### config.mk
export PLATFORM = sky130hd
export DESIGN_NAME = uart_irda_event_lowpower
export DESIGN_NICKNAME = d
export VERILOG_FILES = /design/src/uart_aux_pkg.sv /design/src/uart_irda_event_lowpower.sv
export VERILOG_INCLUDE_DIRS = /design/src /design/src/src
export SDC_FILE = /design/constraint.sdc
export NUM_CORES = 1
export LEC_CHECK = 0
export ABC_AREA = 0
export BUFFER_PORTS_ARGS = -buffer_cell sky130_fd_sc_hd__buf_2
export CORE_ASPECT_RATIO = 0.6
export CORE_UTILIZATION = 53
export DETAILED_ROUTE_END_ITERATION = 16
export PLACE_DENSITY_LB_ADDON = 0.3
export SLEW_MARGIN = 20
export SYNTH_ARGS = -nofsm -noshare
export SYNTH_HDL_FRONTEND = slang
export SYNTH_SLANG_ARGS = --single-unit
### constraint.sdc
create_clock -name clk_in -period 4.2 [get_ports clk_in]
set_clock_uncertainty 0.15 [all_clocks]
set_input_delay 0.21 -clock clk_in [delete_from_list [all_inputs] [get_ports clk_in]]
set_output_delay 0.21 -clock clk_in [all_outputs]
set_load 0.01 [all_outputs]
### src/uart_aux_params.svh
`ifndef UART_AUX_PARAMS_SVH
`define UART_AUX_PARAMS_SVH
// register byte addresses
`define ADDR_CTRL       8'h00
`define ADDR_IRCFG      8'h04
`define ADDR_WATERMARK  8'h08
`define ADDR_STATUS     8'h0C
// control register field positions
`define CTRL_EVT_RX_EN  0
`define CTRL_TX_TRIG_EN 1
`define CTRL_RX_TRIG_EN 2
`define CTRL_RX_DMA_WU  3
`define CTRL_TX_DMA_WU  4
`define CTRL_LP_CAPABLE 5
`define CTRL_LF_CLOCK   6
`define CTRL_WAKE_EN    7
// infrared config field positions
`define IR_FAST_EN      0
`define IR_SLOW_EN      1
`define IR_FILT_EN      2
`define IR_PW_LO        3
`define IR_OVS_LO       5
// reset values
`define CTRL_RESET      8'h00
`define IRCFG_RESET     8'h00
`define WM_RESET        4'h0
// glitch filter persistence in clk_in cycles
`define FILT_CYCLES     3'd5
// oversample period counts, one per oversample select code
`define OVS16_CNT       5'd16
`define OVS8_CNT        5'd8
`define OVS6_CNT        5'd6
`define OVS4_CNT        5'd4
`endif

### src/uart_aux_pkg.sv
`default_nettype none
package uart_aux_pkg;
  // mode of the demodulator sequencing
  typedef enum logic [1:0] {DM_IDLE, DM_FILT, DM_HOLD} demod_state_e;
  // event fabric outputs travel together
  typedef struct packed {
    logic serial_out;
    logic send_complete;
    logic infrared_out;
    logic receive_level;
    logic request_to_send;
  } event_out_s;
  // wake causes from the core
  typedef struct packed {
    logic frame_done;
    logic start_frame;
    logic signal_frame;
  } wake_cause_s;
endpackage : uart_aux_pkg
`default_nettype wire

### src/uart_irda_event_lowpower.sv
// Function
// - deep sleep only for capable instance on slow clock
// - wake on frame, start or signal frame
// - enabled interrupts wake, one shot each
// - DMA wake bits hold off deep sleep
// - event fabric inputs synchronized first
// - event receive enable picks fabric rx source
// - trigger edge enables tx and rx
// - event outputs come from flip-flops
// - receive level when count exceeds watermark
// - slow infrared is receive only, 32.768 kHz
// - break disabled while any infrared enabled
// - fast codec converts level to pulse coding
// - one idles, zero is short pulse
// - fast enable routes through modulator, demodulator
// - pulse width is n+1 oversample periods, capped at 3, 2 and 1 for oversample select codes 1 to 3
// - optional filter needs five cycle persistence
// - pulses are always negative
// - slow infrared receive works in deep sleep
`timescale 1ns/10ps
`default_nettype none
`include "uart_aux_params.svh"
module uart_irda_event_lowpower #(
  parameter int FIFO_CNT_W = 4  // receive FIFO count width
) (
  // clock and reset
  input  wire logic                  clk_in,
  input  wire logic                  sys_rst_in,
  // wishbone slave
  input  wire logic                  wb_cyc_in,
  input  wire logic                  wb_stb_in,
  input  wire logic                  wb_we_in,
  input  wire logic [7:0]            wb_adr_in,
  input  wire logic [3:0]            wb_sel_in,
  input  wire logic [31:0]           wb_dat_in,
  output logic      [31:0]           wb_dat_out,
  output logic                       wb_ack_out,
  // core side
  input  wire logic                  core_tx_in,
  input  wire logic                  core_rts_in,
  input  wire logic                  core_txc_in,
  input  wire logic [FIFO_CNT_W:0]   rx_fifo_cnt_in,
  input  wire logic                  bit_start_in,
  input  wire logic                  ovs_tick_in,
  input  wire logic                  slow_sample_in,
  input  wire uart_aux_pkg::wake_cause_s wake_cause_in,
  input  wire logic                  irq_pending_in,
  input  wire logic                  rx_dma_req_in,
  input  wire logic                  tx_dma_req_in,
  input  wire logic                  deep_sleep_state_in,
  output logic                       core_rx_out,
  output logic                       tx_enable_out,
  output logic                       rx_enable_out,
  output logic                       break_allow_out,
  // power manager
  output logic                       wake_req_out,
  output logic                       sleep_block_out,
  // line pins
  input  wire logic                  rx_pin_in,
  output logic                       tx_pin_out,
  // event fabric
  input  wire logic                  evt_rx_in,
  input  wire logic                  evt_trig_in,
  output uart_aux_pkg::event_out_s   evt_out
);
  // registers
  logic [7:0]            ctrl_r;   // control bits
  logic [7:0]            ircfg_r;  // infrared config
  logic [FIFO_CNT_W-1:0] wm_r;     // receive watermark
  logic                  ack_r;    // bus ack
  logic [31:0]           rdat_r;   // bus read data
  // synchronizers for fabric inputs
  logic evt_rx_m_r, evt_rx_s_r, trig_m_r, trig_s_r, trig_d_r;
  // registered outputs for core, line pin and power manager
  logic tx_en_r, rx_en_r, brk_r, rx_sel_r, txp_r, wake_r, blk_r;
  uart_aux_pkg::event_out_s evt_r;
  // infrared datapath
  logic [4:0] pw_cnt_r;    // pulse remaining in oversample periods
  logic [2:0] filt_cnt_r;  // filter persistence count
  logic       zero_seen_r; // pulse caught this bit
  logic       demod_r;     // demodulated level
  uart_aux_pkg::demod_state_e dm_r;
  logic [2:0] wake_d_r;    // previous wake causes for edges
  logic       irq_d_r;

  wire fast_en = ircfg_r[`IR_FAST_EN];
  wire slow_en = ircfg_r[`IR_SLOW_EN];
  wire filt_en = ircfg_r[`IR_FILT_EN];
  wire [1:0] pw  = ircfg_r[`IR_PW_LO+1:`IR_PW_LO];
  wire [1:0] oversample_select = ircfg_r[`IR_OVS_LO+1:`IR_OVS_LO];
  wire bus_req = wb_cyc_in && wb_stb_in && !ack_r;

  // pulse length in oversample periods, clamped to table's legal entries
  function automatic logic [4:0] pulse_len(input logic [1:0] n, input logic [1:0] o);
    logic [4:0] len;
    len = {3'b000, n} + 5'd1;
    case (o)
      2'd0: pulse_len = len;
      2'd1: pulse_len = (n == 2'd3) ? 5'd3 : len;
      2'd2: pulse_len = (n > 2'd1) ? 5'd2 : len;
      default: pulse_len = 5'd1;
    endcase
  endfunction : pulse_len

  // bus ack: single wait state, dropped after one cycle
  always_ff @(posedge clk_in) begin
    if (sys_rst_in) begin
      ack_r <= 1'b0;
    end else begin
      ack_r <= bus_req;
    end
  end

  // register writes with byte lane 0 steering the low fields
  always_ff @(posedge clk_in) begin
    if (sys_rst_in) begin
      ctrl_r  <= `CTRL_RESET;
      ircfg_r <= `IRCFG_RESET;
      wm_r    <= `WM_RESET;
    end else if (bus_req && wb_we_in && wb_sel_in[0]) begin
      case (wb_adr_in)
        `ADDR_CTRL:      ctrl_r  <= wb_dat_in[7:0];
        `ADDR_IRCFG:     ircfg_r <= wb_dat_in[7:0];
        `ADDR_WATERMARK: wm_r    <= wb_dat_in[FIFO_CNT_W-1:0];
        default: ;
      endcase
    end
  end

  // read mux; unmapped addresses read zero
  always_ff @(posedge clk_in) begin
    if (sys_rst_in) begin
      rdat_r <= 32'h0000_0000;
    end else if (bus_req) begin
      case (wb_adr_in)
        `ADDR_CTRL:      rdat_r <= {24'h00_0000, ctrl_r};
        `ADDR_IRCFG:     rdat_r <= {24'h00_0000, ircfg_r};
        `ADDR_WATERMARK: rdat_r <= {{(32-FIFO_CNT_W){1'b0}}, wm_r};
        `ADDR_STATUS:    rdat_r <= {26'h000_0000, blk_r, wake_r, tx_en_r, rx_en_r,
                                    demod_r, evt_r.receive_level};
        default:         rdat_r <= 32'h0000_0000;
      endcase
    end
  end
  assign wb_ack_out = ack_r;
  assign wb_dat_out = rdat_r;

  // two-stage synchronizers; first stages feed only second stages
  always_ff @(posedge clk_in) begin
    if (sys_rst_in) begin
      evt_rx_m_r <= 1'b1;
      evt_rx_s_r <= 1'b1;
      trig_m_r   <= 1'b0;
      trig_s_r   <= 1'b0;
      trig_d_r   <= 1'b0;
    end else begin
      evt_rx_m_r <= evt_rx_in;
      evt_rx_s_r <= evt_rx_m_r;
      trig_m_r   <= evt_trig_in;
      trig_s_r   <= trig_m_r;
      trig_d_r   <= trig_s_r;
    end
  end

  // trigger rising edge sets enables; they stay until reset
  always_ff @(posedge clk_in) begin
    if (sys_rst_in) begin
      tx_en_r <= 1'b0;
      rx_en_r <= 1'b0;
    end else if (trig_s_r && !trig_d_r) begin
      if (ctrl_r[`CTRL_TX_TRIG_EN]) tx_en_r <= 1'b1;
      if (ctrl_r[`CTRL_RX_TRIG_EN]) rx_en_r <= 1'b1;
    end
  end

  // modulator: zero bit gives pulse at bit start, one keeps idle
  always_ff @(posedge clk_in) begin
    if (sys_rst_in) begin
      pw_cnt_r <= 5'd0;
    end else if (bit_start_in && !core_tx_in) begin
      pw_cnt_r <= pulse_len(pw, oversample_select);
    end else if (ovs_tick_in && pw_cnt_r != 5'd0) begin
      pw_cnt_r <= pw_cnt_r - 5'd1;
    end
  end

  // line output: negative pulse from the idle-high level
  always_ff @(posedge clk_in) begin
    if (sys_rst_in) begin
      txp_r <= 1'b1;
    end else if (fast_en) begin
      // the pulse ends on the tick that closes its last oversample period, not a clock later
      txp_r <= !((bit_start_in && !core_tx_in) || pw_cnt_r > 5'd1
                 || (pw_cnt_r == 5'd1 && !ovs_tick_in));
    end else begin
      txp_r <= core_tx_in;
    end
  end
  assign tx_pin_out = txp_r;

  // demodulator: a low pulse marks the bit as zero
  always_ff @(posedge clk_in) begin
    if (sys_rst_in) begin
      dm_r        <= uart_aux_pkg::DM_IDLE;
      filt_cnt_r  <= 3'd0;
      zero_seen_r <= 1'b0;
    end else begin
      if (bit_start_in) zero_seen_r <= 1'b0;
      case (dm_r)
        uart_aux_pkg::DM_IDLE: begin
          filt_cnt_r <= 3'd1;
          if (!rx_pin_in) begin
            if (filt_en) dm_r <= uart_aux_pkg::DM_FILT;
            else begin
              zero_seen_r <= 1'b1;
              dm_r        <= uart_aux_pkg::DM_HOLD;
            end
          end
        end
        uart_aux_pkg::DM_FILT: begin
          if (rx_pin_in) dm_r <= uart_aux_pkg::DM_IDLE;
          else if (filt_cnt_r == `FILT_CYCLES - 3'd1) begin
            zero_seen_r <= 1'b1;
            dm_r        <= uart_aux_pkg::DM_HOLD;
          end else filt_cnt_r <= filt_cnt_r + 3'd1;
        end
        uart_aux_pkg::DM_HOLD: if (rx_pin_in) dm_r <= uart_aux_pkg::DM_IDLE;
        default: dm_r <= uart_aux_pkg::DM_IDLE;
      endcase
    end
  end

  // demodulated level held for the bit
  always_ff @(posedge clk_in) begin
    if (sys_rst_in) begin
      demod_r <= 1'b1;
    end else begin
      demod_r <= !(zero_seen_r || (dm_r == uart_aux_pkg::DM_HOLD));
    end
  end

  // receive source choice: fabric, infrared fast, slow sampled, or pin
  always_ff @(posedge clk_in) begin
    if (sys_rst_in) begin
      rx_sel_r <= 1'b1;
    end else if (ctrl_r[`CTRL_EVT_RX_EN]) begin
      rx_sel_r <= evt_rx_s_r;
    end else if (fast_en) begin
      rx_sel_r <= demod_r;
    end else if (slow_en) begin
      if (slow_sample_in) rx_sel_r <= demod_r;
    end else begin
      rx_sel_r <= rx_pin_in;
    end
  end
  assign core_rx_out = rx_sel_r;

  // break allowed only with infrared off
  always_ff @(posedge clk_in) begin
    if (sys_rst_in) begin
      brk_r <= 1'b1;
    end else begin
      brk_r <= !(fast_en || slow_en);
    end
  end

  // wake request: one-cycle pulse per new cause while asleep
  always_ff @(posedge clk_in) begin
    if (sys_rst_in) begin
      wake_d_r <= 3'b000;
      irq_d_r  <= 1'b0;
      wake_r   <= 1'b0;
    end else begin
      wake_d_r <= wake_cause_in;
      irq_d_r  <= irq_pending_in;
      wake_r   <= deep_sleep_state_in && ctrl_r[`CTRL_LP_CAPABLE] && ctrl_r[`CTRL_LF_CLOCK]
                  && (((wake_cause_in & ~wake_d_r) != 3'b000)
                      || (ctrl_r[`CTRL_WAKE_EN] && irq_pending_in && !irq_d_r));
    end
  end

  // deep sleep hold-off while related DMA requests are outstanding
  always_ff @(posedge clk_in) begin
    if (sys_rst_in) begin
      blk_r <= 1'b0;
    end else begin
      blk_r <= (ctrl_r[`CTRL_RX_DMA_WU] && rx_dma_req_in)
               || (ctrl_r[`CTRL_TX_DMA_WU] && tx_dma_req_in);
    end
  end

  // event outputs, all flip-flops
  always_ff @(posedge clk_in) begin
    if (sys_rst_in) begin
      evt_r <= '{serial_out: 1'b1, send_complete: 1'b0, infrared_out: 1'b1,
                 receive_level: 1'b0, request_to_send: 1'b1};
    end else begin
      evt_r.serial_out      <= core_tx_in;
      evt_r.send_complete   <= core_txc_in;
      evt_r.infrared_out    <= txp_r;
      evt_r.request_to_send <= core_rts_in;
      evt_r.receive_level   <= rx_fifo_cnt_in > {1'b0, wm_r};
    end
  end
  assign evt_out         = evt_r;
  assign tx_enable_out   = tx_en_r;
  assign rx_enable_out   = rx_en_r;
  assign break_allow_out = brk_r;
  assign wake_req_out    = wake_r;
  assign sleep_block_out = blk_r;
endmodule : uart_irda_event_lowpower
`default_nettype wire

==> results of run 1 <==
==> state kept, by name (all words and copies together) (netlist names), 2 cells and up <==
register    count
filt_cnt_r      3
pw_cnt_r        5
wake_d_r        3
ircfg_r         8
wb_dat_out      8
evt_out         5
ctrl_r          8
dm_r            2
wm_r            4
==> cell usage in the layout, fill, tap and decap left out, types with 3 or more instances in the layout <==
cell type / Yosys / final
sky130_fd_sc_hd__mux4_2: 4 / 4
sky130_fd_sc_hd__or2_2: 5 / 5
sky130_fd_sc_hd__nand4_4: 3 / 3
sky130_fd_sc_hd__dlygate4sd3_1: 0 / 14
sky130_fd_sc_hd__clkbuf_1: 10 / 4
sky130_fd_sc_hd__nor3_1: 6 / 6
sky130_fd_sc_hd__o21ai_0: 25 / 25
sky130_fd_sc_hd__mux2i_1: 4 / 4
sky130_fd_sc_hd__mux2_2: 4 / 4
sky130_fd_sc_hd__nand2_1: 7 / 7
sky130_fd_sc_hd__nand3_1: 5 / 5
sky130_fd_sc_hd__a21oi_1: 18 / 18
sky130_fd_sc_hd__a22oi_1: 8 / 8
sky130_fd_sc_hd__o21bai_1: 3 / 3
sky130_fd_sc_hd__a221oi_1: 3 / 3
sky130_fd_sc_hd__nor2b_1: 16 / 16
sky130_fd_sc_hd__dfxtp_1: 62 / 62
sky130_fd_sc_hd__inv_1: 15 / 15
sky130_fd_sc_hd__conb_1: 1 / 24
sky130_fd_sc_hd__nand3b_1: 19 / 19
sky130_fd_sc_hd__buf_2: 1 / 63
sky130_fd_sc_hd__nand2b_1: 15 / 15
sky130_fd_sc_hd__ha_1: 11 / 11
sky130_fd_sc_hd__nor2_1: 21 / 21
sky130_fd_sc_hd__nand4_1: 4 / 4
sky130_fd_sc_hd__clkbuf_8: 0 / 9
==> metal layers <==
| layer | global-route usage [%] | share of wire, % | up-vias |
|---|---|---|---|
| met1 | 30.4 | 47 | 1164 |
| met4 | 6.30 | 0.81 | 0 |
| li1 | - | - | 1227 |
| met2 | 35.6 | 44 | 88 |
| met3 | 9.24 | 7.9 | 5 |
| met5 | 0 | 0 | - |
==> worst max-delay path, stage by stage (launching register included) <==
cell and delay (ns):
sky130_fd_sc_hd__dfxtp_1 0.31, sky130_fd_sc_hd__and3b_1 0.29, sky130_fd_sc_hd__and3_1 0.53, sky130_fd_sc_hd__nand4_4 0.24, sky130_fd_sc_hd__o21ai_0 0.23
==> cell families (layout without fill, tap and decap cells) <==
| logic type | count (synthesis) | after routing | synth area share, % |
|---|---|---|---|
| and+or+nand+nor | 113 | 113 | 24.4 |
| AOI/OAI and AO/OA | 66 | 66 | 13.5 |
| DFF | 62 | 62 | 41.4 |
| buffers and inverters | 51 | 107 | 9.56 |
| muxes | 12 | 12 | 5.84 |
| adders and majority gates | 11 | 11 | 4.59 |
| xor gates and xnor gates | 2 | 2 | 0.584 |
| other | 1 | 24 | 0.125 |
==> metrics by stage <==
stage	hold slack, ns	util [%]	power, W
after floorplan	0.139	-	0.000727
after global placement	0.242	61.9	0.000751
after detailed placement	0.244	61.9	0.000754
after CTS	0.0127	67.4	0.00118
after global routing	0.0253	67.4	0.00122
final	0.0169	67.4	0.00117
==> worst max-delay path by stage <==
stage / endpoint / slack, ns
final: ctrl_r[6] / 2.37
after global routing: ctrl_r[0] / 2.23
after CTS: ctrl_r[6] / 2.39
after detailed placement: ctrl_r[6] / 2.20
after global placement: wm_r[2] / 2.27
after floorplan: pw_cnt_r[1] / 2.50
==> cell type report <==
type / instances / area (sq um)
sequential: 62 / 1240
clock buffer: 13 / 139
clock inverter: 2 / 10.0
fill: 452 / 1710
multi-input combinational: 228 / 1560
timing repair buffer: 77 / 455
tap: 66 / 82.6
inverter: 15 / 56.3
==> timing repair <==
action                     in CTS  in global routing
setup buffers                   0                  0
hold buffers                   14                  0
setup endpoints to repair       0                  0
hold endpoints to repair       13                  0
gates resized for setup         0                  0
==> power groups by stage <==
stage / registers (W) / logic, W / clock network, W
finish: 0.000614 / 0.000138 / 0.000417
global route: 0.000616 / 0.000154 / 0.000452
CTS: 0.000614 / 0.000137 / 0.000425
detailed placement: 0.000627 / 0.000127 / 0
global placement: 0.000627 / 0.000124 / 0
floorplan: 0.000626 / 0.000101 / 0
==> impl_metrics.yaml, run 1 <==
pwr:
  total_leakage_power_nw: 1.51
  power_switching_share_pct: 25.0
  power_report.internal_total_w: 0.000878
  ir_worst_vdd_uv: 165
  pwr-share-seq_pct: 52.5
  power_density_over_the_cells_nw_per_um2: 330
  clockPowerShare_pct: 35.7
  switchingPower_w: 0.000292
  combPwrFrac_pct: 11.8
cts:
  cts_num_sinks: 62
  cts-htree-levels: 3
  tritoncts: "yes"
  clock-root-buffer: "sky130_fd_sc_hd__clkbuf_8"
  cts.clk_slew.worst_paths_ns: 0.06
  cts_made_buffers: 9
  cts_buffer_depth: 2
  clkLatencyLatePin_ns: 0.34
setup_path:
  cp_data_arrival_time_ns: 1.94
  r2r.worst_path.cells: 4
  critical_path_peak_fanout: 9
  critPathLaunchType: "flip-flop"
  crit_required_ns: 4.31
  worst_r2r_end: "ctrl_r[6]"
  critPathLaunch: "wb_ack_out"
  worstSetupEndpointType: "flip-flop"
  reg2reg_setup_slack_ns: 2.37
  critical_path.reg2reg.startpoint: "wb_ack_out"
  timing_worst_setup_path_type: "flip-flop to flip-flop"
timing:
  final.setup.tns_ns: 0
  final.setup.worst_slack_ns: 2.37
  finalHoldViolCount: 0
  tightest_slew_ns: 1.03
  finalCritPeriodShare_pct: 43.6
  fmax_mhz: 547
  setup_repair_after_global_routing_missed_its_margin: "no"
  maxSlewViolCount: 0
  setup_viol_count_final: 0
  final.min_clock_period_ns: 1.83
  timing.max_slew.rel_slack_pct: 31.4
grt:
  antenna_found_initial: 0
  grt_max_degree: 70
  grt_pass1_wl_microns: 10400
  residual_overflow_from_global_routing: 0
  grt_pass1_vias: 2189
  global_route.usage.total_pct: 23.1
floorplanning:
  start_util_pct: 57.0
  die_width_microns: 99.1
  floorplan.rows: 20
  die_height_microns: 60.3
  top_level_ports: 115
  std_cell_core_area_sq_um: 5260
  die_area_sq_um: 5970
detailed_routing:
  drt_first_pass_iters: 5
  detail-route-antenna-nets: 0
  route.detailed.wl_per_inst_microns: 14.1
  route.vias.total: 2484
  total_wirelength_of_the_detailed_routed_design_microns: 6530
  drcViolationCount: 0
  first_iter_violations: 130
  avgViaCountPerCell: 5.37
yosys:
  yosysTopAreaCellShare_pct: 41.4
  post-synth-top-count-cell: "sky130_fd_sc_hd__dfxtp_1"
  synthesis.yosys.warnings: 0
  synth_area_per_cell_sq_um: 9.43
  synth.area.top_cells: "sky130_fd_sc_hd__dfxtp_1 41%, sky130_fd_sc_hd__buf_4 6.3%, sky130_fd_sc_hd__nand3b_1 4.8%"
  ys_seq_area_share_pct: 41.4
  count_of_mapped_cells_out_of_synthesis: 318
  async_reset_ff_share_pct: 0
  yosys_register_bits: 62
  synth_edf_count: 0
  synthFlopType: "sky130_fd_sc_hd__dfxtp_1"
  distinct_cell_type_count_after_synthesis: 45
  ys_top_cells_by_count: "62 x sky130_fd_sc_hd__dfxtp_1, 25 x sky130_fd_sc_hd__buf_4, 25 x sky130_fd_sc_hd__o21ai_0"
  synth_area_leader_cell: "sky130_fd_sc_hd__dfxtp_1"
  synthesis.area_sq_um: 3000
layout:
  finish.net_count: 474
  fin_area_sq_um: 3540
  area_delta_synth_final_pct: 18.1
  final-instance-count-excl-fill: 463
  diodes: 0
  ratio_of_cells_with_drive_above_1_in_the_final_layout_pct: 23.7
worst_hold_path:
  hold_path.startpoint: "wb_dat_in[7]"
  hold_path_end: "ctrl_r[7]"
  worst_hold_path_type: "input port to flip-flop"
  worstHoldPathCells: 3
placement:
  io_buffer_count: 63
  post_dp_cell_area_sq_um: 3250
  place.detailed.instances: 434
  hpwl_microns: 4560
  globalplace.congestion: 0.773
  preCtsSetupSlack_ns: 2.20
run_status:
  run_status: "finished, final reports clean"
flow_run:
  max_cap_viol_count: 0
(Power assumes the default switching activity.)
==> run 2: changes to the inputs <==
- ABC_AREA: 0 -> 1
- CORE_UTILIZATION: 53 -> 49
- clock period: 4.2 -> 1.8 ns (I/O delays scaled with it)
==> run 2 against run 1 <==
  * Global-route usage is 0.56 points higher
  * Flip-flop and latch count stayed put
  * Critical path depth is 1 higher
  * Count of clock-buffer cells in the layout is 1 lower
  * Register-to-register slack worse by 2.2 ns
  * Highest routed layer unchanged
==> impl_metrics.yaml, run 2 <==
layout:
  multiInputGateArea_sq_um: 1380
  finish.net_count: 571
  ff_latch_area_sq_um: 1240
  area_delta_synth_final_pct: 26.9
  leading_cell_type_in_the_layout_fill_and_taps_excluded: "sky130_fd_sc_hd__buf_2"
  diodes: 0
  mostFrequentLayoutCells: "63 x sky130_fd_sc_hd__buf_2, 62 x sky130_fd_sc_hd__dfxtp_1, 60 x sky130_fd_sc_hd__nand2_1"
  layout.filler_cells: 507
  ratio_of_cells_with_drive_above_1_in_the_final_layout_pct: 20.2
  fin_area_sq_um: 3780
timing:
  final.setup.tns_ns: 0
  setup_viol_count_final: 0
  setup_repair_after_global_routing_missed_its_margin: "no"
  finalHoldViolCount: 0
  timing.max_slew.rel_slack_pct: 65.9
  finalCritPeriodShare_pct: 92.4
  final.min_clock_period_ns: 1.66
  fmax_mhz: 601
  final.setup.worst_slack_ns: 0.137
  tightest_slew_ns: 0.510
  maxSlewViolCount: 0
  timing.hold.ws_ns: 0.0330
floorplanning:
  floorplan.rows: 21
  top_level_ports: 115
  start_util_pct: 52.1
  die_area_sq_um: 6410
  die_width_microns: 103
  std_cell_core_area_sq_um: 5730
  die_height_microns: 62.4
yosys:
  synthFlopType: "sky130_fd_sc_hd__dfxtp_1"
  synthesis.yosys.warnings: 0
  synth_area_leader_cell: "sky130_fd_sc_hd__dfxtp_1"
  synth_edf_count: 0
  yosys_register_bits: 62
  count_of_mapped_cells_out_of_synthesis: 393
  synthesis.area_sq_um: 2980
  distinct_cell_type_count_after_synthesis: 32
  synth_area_per_cell_sq_um: 7.59
  async_reset_ff_share_pct: 0
  post-synth-top-count-cell: "sky130_fd_sc_hd__dfxtp_1"
  synth.area.top_cells: "sky130_fd_sc_hd__dfxtp_1 42%, sky130_fd_sc_hd__a21oi_1 7.7%, sky130_fd_sc_hd__nand2_1 7.6%"
  yosysTopAreaCellShare_pct: 41.6
  ys_seq_area_share_pct: 41.6
  ys_top_cells_by_count: "62 x sky130_fd_sc_hd__dfxtp_1, 60 x sky130_fd_sc_hd__nand2_1, 53 x sky130_fd_sc_hd__inv_1"
placement:
  preCtsSetupSlack_ns: 0.220
  globalplace.congestion: 0.843
  io_buffer_count: 63
  post_dp_cell_area_sq_um: 3280
  hpwl_microns: 4840
detailed_routing:
  avgViaCountPerCell: 4.83
  detail-route-antenna-nets: 0
  route.detailed.wl_per_inst_microns: 11.9
  drt_first_pass_iters: 4
  wl_met3_microns: 534
  route.vias.total: 2776
  total_wirelength_of_the_detailed_routed_design_microns: 6850
  dr.max_layer_used: "met4"
  drt-met1-wl_microns: 3140
  first_iter_violations: 138
  drcViolationCount: 0
  wl_met2_microns: 3080
setup_path:
  timing_worst_setup_path_type: "input port to flip-flop"
  critical_path.reg2reg.startpoint: "pw_cnt_r[1]"
  critPathLaunchType: "input port"
  cp_top_family: "buffers and inverters"
  critical-path-top-cell-by-count: "sky130_fd_sc_hd__dlygate4sd3_1"
  cpMaxStageDelayCell: "sky130_fd_sc_hd__dlygate4sd3_1"
  critical_path.cell_chain: "dlygate4sd3_1, buf_2, buf_6, a21oi_1, dlygate4sd3_1"
  worstSetupEndpointType: "flip-flop"
  cp_data_arrival_time_ns: 1.73
  cpPeakStageDelay_ns: 0.55
  critical_path_peak_fanout: 25
  crit_required_ns: 1.87
  critPathBufInv: 4
  critPathLaunch: "sys_rst_in"
worst_hold_path:
  hold_path.startpoint: "wb_stb_in"
  worst_hold_path_type: "input port to flip-flop"
cts:
  clock-root-buffer: "sky130_fd_sc_hd__clkbuf_8"
  cts_num_sinks: 62
  cts_buffer_depth: 2
  cts-htree-levels: 3
  cts.clk_slew.worst_paths_ns: 0.07
  cts_made_buffers: 9
  tritoncts: "yes"
  cts.repair_timing.setup_buffer_count: 0
  clkLatencyLatePin_ns: 0.34
run_status:
  run_status: "finished, final reports clean"
grt:
  grt_pass1_wl_microns: 11400
  antenna_found_initial: 0
  grt_pass1_vias: 2551
  grt_max_degree: 29
  global_route.usage.total_pct: 23.7
  residual_overflow_from_global_routing: 0
pwr:
  total_leakage_power_nw: 1.81
  power_density_over_the_cells_nw_per_um2: 824
  ir_worst_vdd_uv: 502
flow_run:
  max_cap_viol_count: 0
==> run 2: changes by cell type after synthesis, moves of 7 or more <==
| cell | previous run | this run |
|---|---|---|
| sky130_fd_sc_hd__nand2_1 | 7 | 60 |
| sky130_fd_sc_hd__nor2b_1 | 16 | 0 |
| sky130_fd_sc_hd__inv_1 | 15 | 53 |
| sky130_fd_sc_hd__a22oi_1 | 8 | 0 |
| sky130_fd_sc_hd__nand3b_1 | 19 | 0 |
| sky130_fd_sc_hd__nand3_1 | 5 | 22 |
| sky130_fd_sc_hd__nor2_1 | 21 | 33 |
| sky130_fd_sc_hd__nand2b_1 | 15 | 0 |
| sky130_fd_sc_hd__a21oi_1 | 18 | 46 |
| sky130_fd_sc_hd__o21ai_1 | 0 | 7 |
==> run 2: cells by family after synthesis <==
kind of cell	Yosys count	synth area share, %
and+or+nand+nor	137	21.7
AOI/OAI and AO/OA	93	16.8
buffers and inverters	88	14.9
DFF	62	41.6
adders and majority gates	11	4.62
xor gates and xnor gates	1	0.294
other	1	0.126
==> run 2: final timing paths <==
kind	to	slack [ns]	cells past startpoint
max	sleep_block_out	0.14	5
max reg2reg	pw_cnt_r[1]	0.19	9
min	wb_dat_out[7]	0.03	5
min reg2reg	trig_s_r	0.26	2
==> run 2: layout make-up <==
type | count | area share, %
well taps | 80 | 2.65
clock inverters | 4 | 1.85
inverters | 55 | 5.46
repair buffers | 96 | 16.8
multi-input cells | 266 | 36.6
flip-flops and latches | 62 | 32.8
clock buffers | 12 | 3.84
==> run 2: metrics by stage <==
step	instances	power, W	utilization (%)
after global routing	575	0.00326	66.1
after floorplan	416	0.00170	-
after CTS	575	0.00313	66.0
final	575	0.00312	66.1
after global placement	531	0.00176	57.3
after detailed placement	531	0.00177	57.3
==> run 2: routing by layer <==
metal | GRT usage [%] | vias to the layer above
li1 | - | 1426
met2 | 38.0 | 96
met3 | 7.27 | 13
met4 | 7.86 | 0
met5 | 0 | -
met1 | 30.2 | 1241
==> run 2: worst reg2reg max path, stage by stage, from the launching register on <==
cell and delay [ns]:
sky130_fd_sc_hd__dfxtp_1 0.33, sky130_fd_sc_hd__inv_1 0.09, sky130_fd_sc_hd__ha_1 0.18, sky130_fd_sc_hd__inv_1 0.05
sky130_fd_sc_hd__nor2_1 0.14, sky130_fd_sc_hd__nand2_1 0.07, sky130_fd_sc_hd__nand2_1 0.13, sky130_fd_sc_hd__nand2_1 0.13
sky130_fd_sc_hd__o21ai_0 0.17, sky130_fd_sc_hd__a21oi_1 0.06
==> run 2: what timing repair did <==
action	in CTS	in global routing
endpoints found under the hold margin	43	0
gates resized for setup	0	1
endpoints found under the setup margin	0	1
hold buffers	28	0
==> run 2: power by group <==
group / internal [W] / leakage, nW / switching [W]
registers: 0.00141 / 0.506 / 0.0000223
logic: 0.000149 / 1.19 / 0.000208
clock network: 0.000814 / 0.110 / 0.000512
total: 0.00237 / 1.81 / 0.000742
==> run 3: changes to the inputs <==
- CORE_UTILIZATION: 49 -> 51
- CTS_BUF_LIST: default -> sky130_fd_sc_hd__clkbuf_8
==> run 3 against run 2 <==
  * Sequential power about the same
  * Highest routed layer unchanged
  * Fmax up 2.9%
  * Flip-flop and latch count unchanged
  * Setup slack better by 0.046 ns
  * Final cell count down 0.87%
  * Routed wire length down 6.4%
  * Non-clock buffer count down 3
  * Die area down 3.8%
  * Hold slack worse by 0.014 ns
  * First-iteration DRC count up 27%
  * Combinational power down 4%
==> impl_metrics.yaml, run 3 (synthesis results as in run 2) <==
pwr:
  ir_worst_vdd_uv: 452
  total_leakage_power_nw: 1.77
  finalPower_w: 0.00275
  power_density_over_the_cells_nw_per_um2: 744
layout:
  area_delta_synth_final_pct: 23.8
  final-instance-count-excl-fill: 570
  ratio_of_cells_with_drive_above_1_in_the_final_layout_pct: 20.0
  leading_cell_type_in_the_layout_fill_and_taps_excluded: "sky130_fd_sc_hd__buf_2"
  finish.net_count: 568
  mostFrequentLayoutCells: "63 x sky130_fd_sc_hd__buf_2, 62 x sky130_fd_sc_hd__dfxtp_1, 60 x sky130_fd_sc_hd__nand2_1"
  diodes: 0
  multiInputGateArea_sq_um: 1380
  fin_area_sq_um: 3690
  layout.filler_cells: 507
  ff_latch_area_sq_um: 1240
cts:
  cts_buffer_depth: 2
  cts-htree-levels: 3
  tritoncts: "yes"
  cts.clk_slew.worst_paths_ns: 0.06
  cts_made_buffers: 9
  clock-root-buffer: "sky130_fd_sc_hd__clkbuf_8"
  cts_num_sinks: 62
  post_cts_resized: 0
  clkLatencyLatePin_ns: 0.32
  cts.repair_timing.setup_buffer_count: 0
detailed_routing:
  drcViolationCount: 0
  first_iter_violations: 175
  detail-route-antenna-nets: 0
  drt_first_pass_iters: 5
  total_wirelength_of_the_detailed_routed_design_microns: 6410
  avgViaCountPerCell: 4.78
  route.vias.total: 2727
  route.detailed.wl_per_inst_microns: 11.2
grt:
  antenna_found_initial: 0
  grt_pass1_vias: 2455
  global_route.usage.total_pct: 23.1
  residual_overflow_from_global_routing: 0
  grt_pass1_wl_microns: 10700
  grt_max_degree: 29
floorplanning:
  die_area_sq_um: 6170
  top_level_ports: 115
  die_width_microns: 101
  floorplan.rows: 21
  die_height_microns: 61.2
  start_util_pct: 53.3
  std_cell_core_area_sq_um: 5600
placement:
  preCtsSetupSlack_ns: 0.220
  globalplace.congestion: 0.781
  place.detailed.instances: 531
  post_dp_cell_area_sq_um: 3280
  hpwl_microns: 4690
  io_buffer_count: 63
setup_path:
  cpPeakStageDelay_ns: 0.33
  critical_path_peak_fanout: 5
  critical-path-top-cell-by-count: "sky130_fd_sc_hd__nand2_1"
  worstSetupPathDepth: 9
  critPathLaunchType: "flip-flop"
  reg2reg_setup_slack_ns: 0.18
  cp_top_family: "simple AND/OR/NAND/NOR gates"
  critPathBufInv: 2
  timing_worst_setup_path_type: "flip-flop to flip-flop"
  critical_path.cell_chain: "inv_1, ha_1, inv_1, nor2_1, nand2_1, nand2_1, nand2_1, o21ai_0, a21oi_1"
  critPathLaunch: "pw_cnt_r[0]"
  worstSetupEndpointType: "flip-flop"
  cpMaxStageDelayCell: "sky130_fd_sc_hd__dfxtp_1"
  cp_data_arrival_time_ns: 1.68
  r2r.worst_path.cells: 9
  crit_end: "pw_cnt_r[0]"
  worst_r2r_end: "pw_cnt_r[0]"
  critical_path.reg2reg.startpoint: "pw_cnt_r[0]"
  crit_required_ns: 1.86
timing:
  finalHoldViolCount: 0
  fmax_mhz: 618
  final.min_clock_period_ns: 1.62
  final.setup.tns_ns: 0
  setup_viol_count_final: 0
  setup_repair_after_global_routing_missed_its_margin: "no"
  final.setup.worst_slack_ns: 0.183
  finalCritPeriodShare_pct: 89.8
  maxSlewViolCount: 0
flow_run:
  max_cap_viol_count: 0
worst_hold_path:
  worst_hold_path_type: "input port to flip-flop"
run_status:
  run_status: "finished, final reports clean"
## run 3: layout make-up
type,instances,share of cell area (%)
Timing Repair Buffer,93,16.3
Clock inverter,4,0.475
Multi-Input combinational cell,266,37.5
Sequential cell,62,33.6
Clock buffer,10,3.73
Inverter,55,5.60
Tap cell,80,2.71
## run 3: per-layer routing
metal	GRT usage [%]	wire, microns	vias to the layer above
li1	-	-	1412
met1	29.2	3090	1222
met2	38.6	2760	85
met3	7.38	481	8
met4	6.83	78	0
met5	0	0	-
## run 3: worst register-to-register path, stage by stage, from the launching register on
cell and delay (ns):
sky130_fd_sc_hd__dfxtp_1 0.33, sky130_fd_sc_hd__inv_1 0.08, sky130_fd_sc_hd__ha_1 0.16, sky130_fd_sc_hd__inv_1 0.04
sky130_fd_sc_hd__nor2_1 0.15, sky130_fd_sc_hd__nand2_1 0.07, sky130_fd_sc_hd__nand2_1 0.13, sky130_fd_sc_hd__nand2_1 0.14
sky130_fd_sc_hd__o21ai_0 0.19, sky130_fd_sc_hd__a21oi_1 0.06
## run 3: worst min-delay path by stage
stage                    start         end  slack, ns  cells after the start
floorplan           core_tx_in  evt_out[4]       0.04                      2
global placement     evt_rx_in  evt_rx_m_r       0.13                      2
detailed placement   evt_rx_in  evt_rx_m_r       0.12                      2
CTS                 sys_rst_in  wb_ack_out       0.01                      2
global route        sys_rst_in  wb_ack_out       0.03                      2
finish              sys_rst_in  wb_ack_out       0.02                      2
## run 3: what timing repair did
| action | in CTS | in global routing |
|---|---|---|
| hold buffers | 25 | 0 |
| endpoints found under the setup margin | 0 | 0 |
| hold endpoints to repair | 39 | 0 |
## run 3: through the flow
step           util (%)  hold slack, ns
3_3_place_gp       58.7           0.125
6_report           65.9          0.0185
3_5_place_dp       58.7           0.124
5_1_grt            65.9          0.0319
2_1_floorplan         -          0.0362
4_1_cts            65.9          0.0112
## run 3: power by group
group / switching, W / leakage, nW / internal (W)
registers: 0.0000229 / 0.506 / 0.00141
logic: 0.000198 / 1.18 / 0.000143
clock network: 0.000464 / 0.0904 / 0.000506
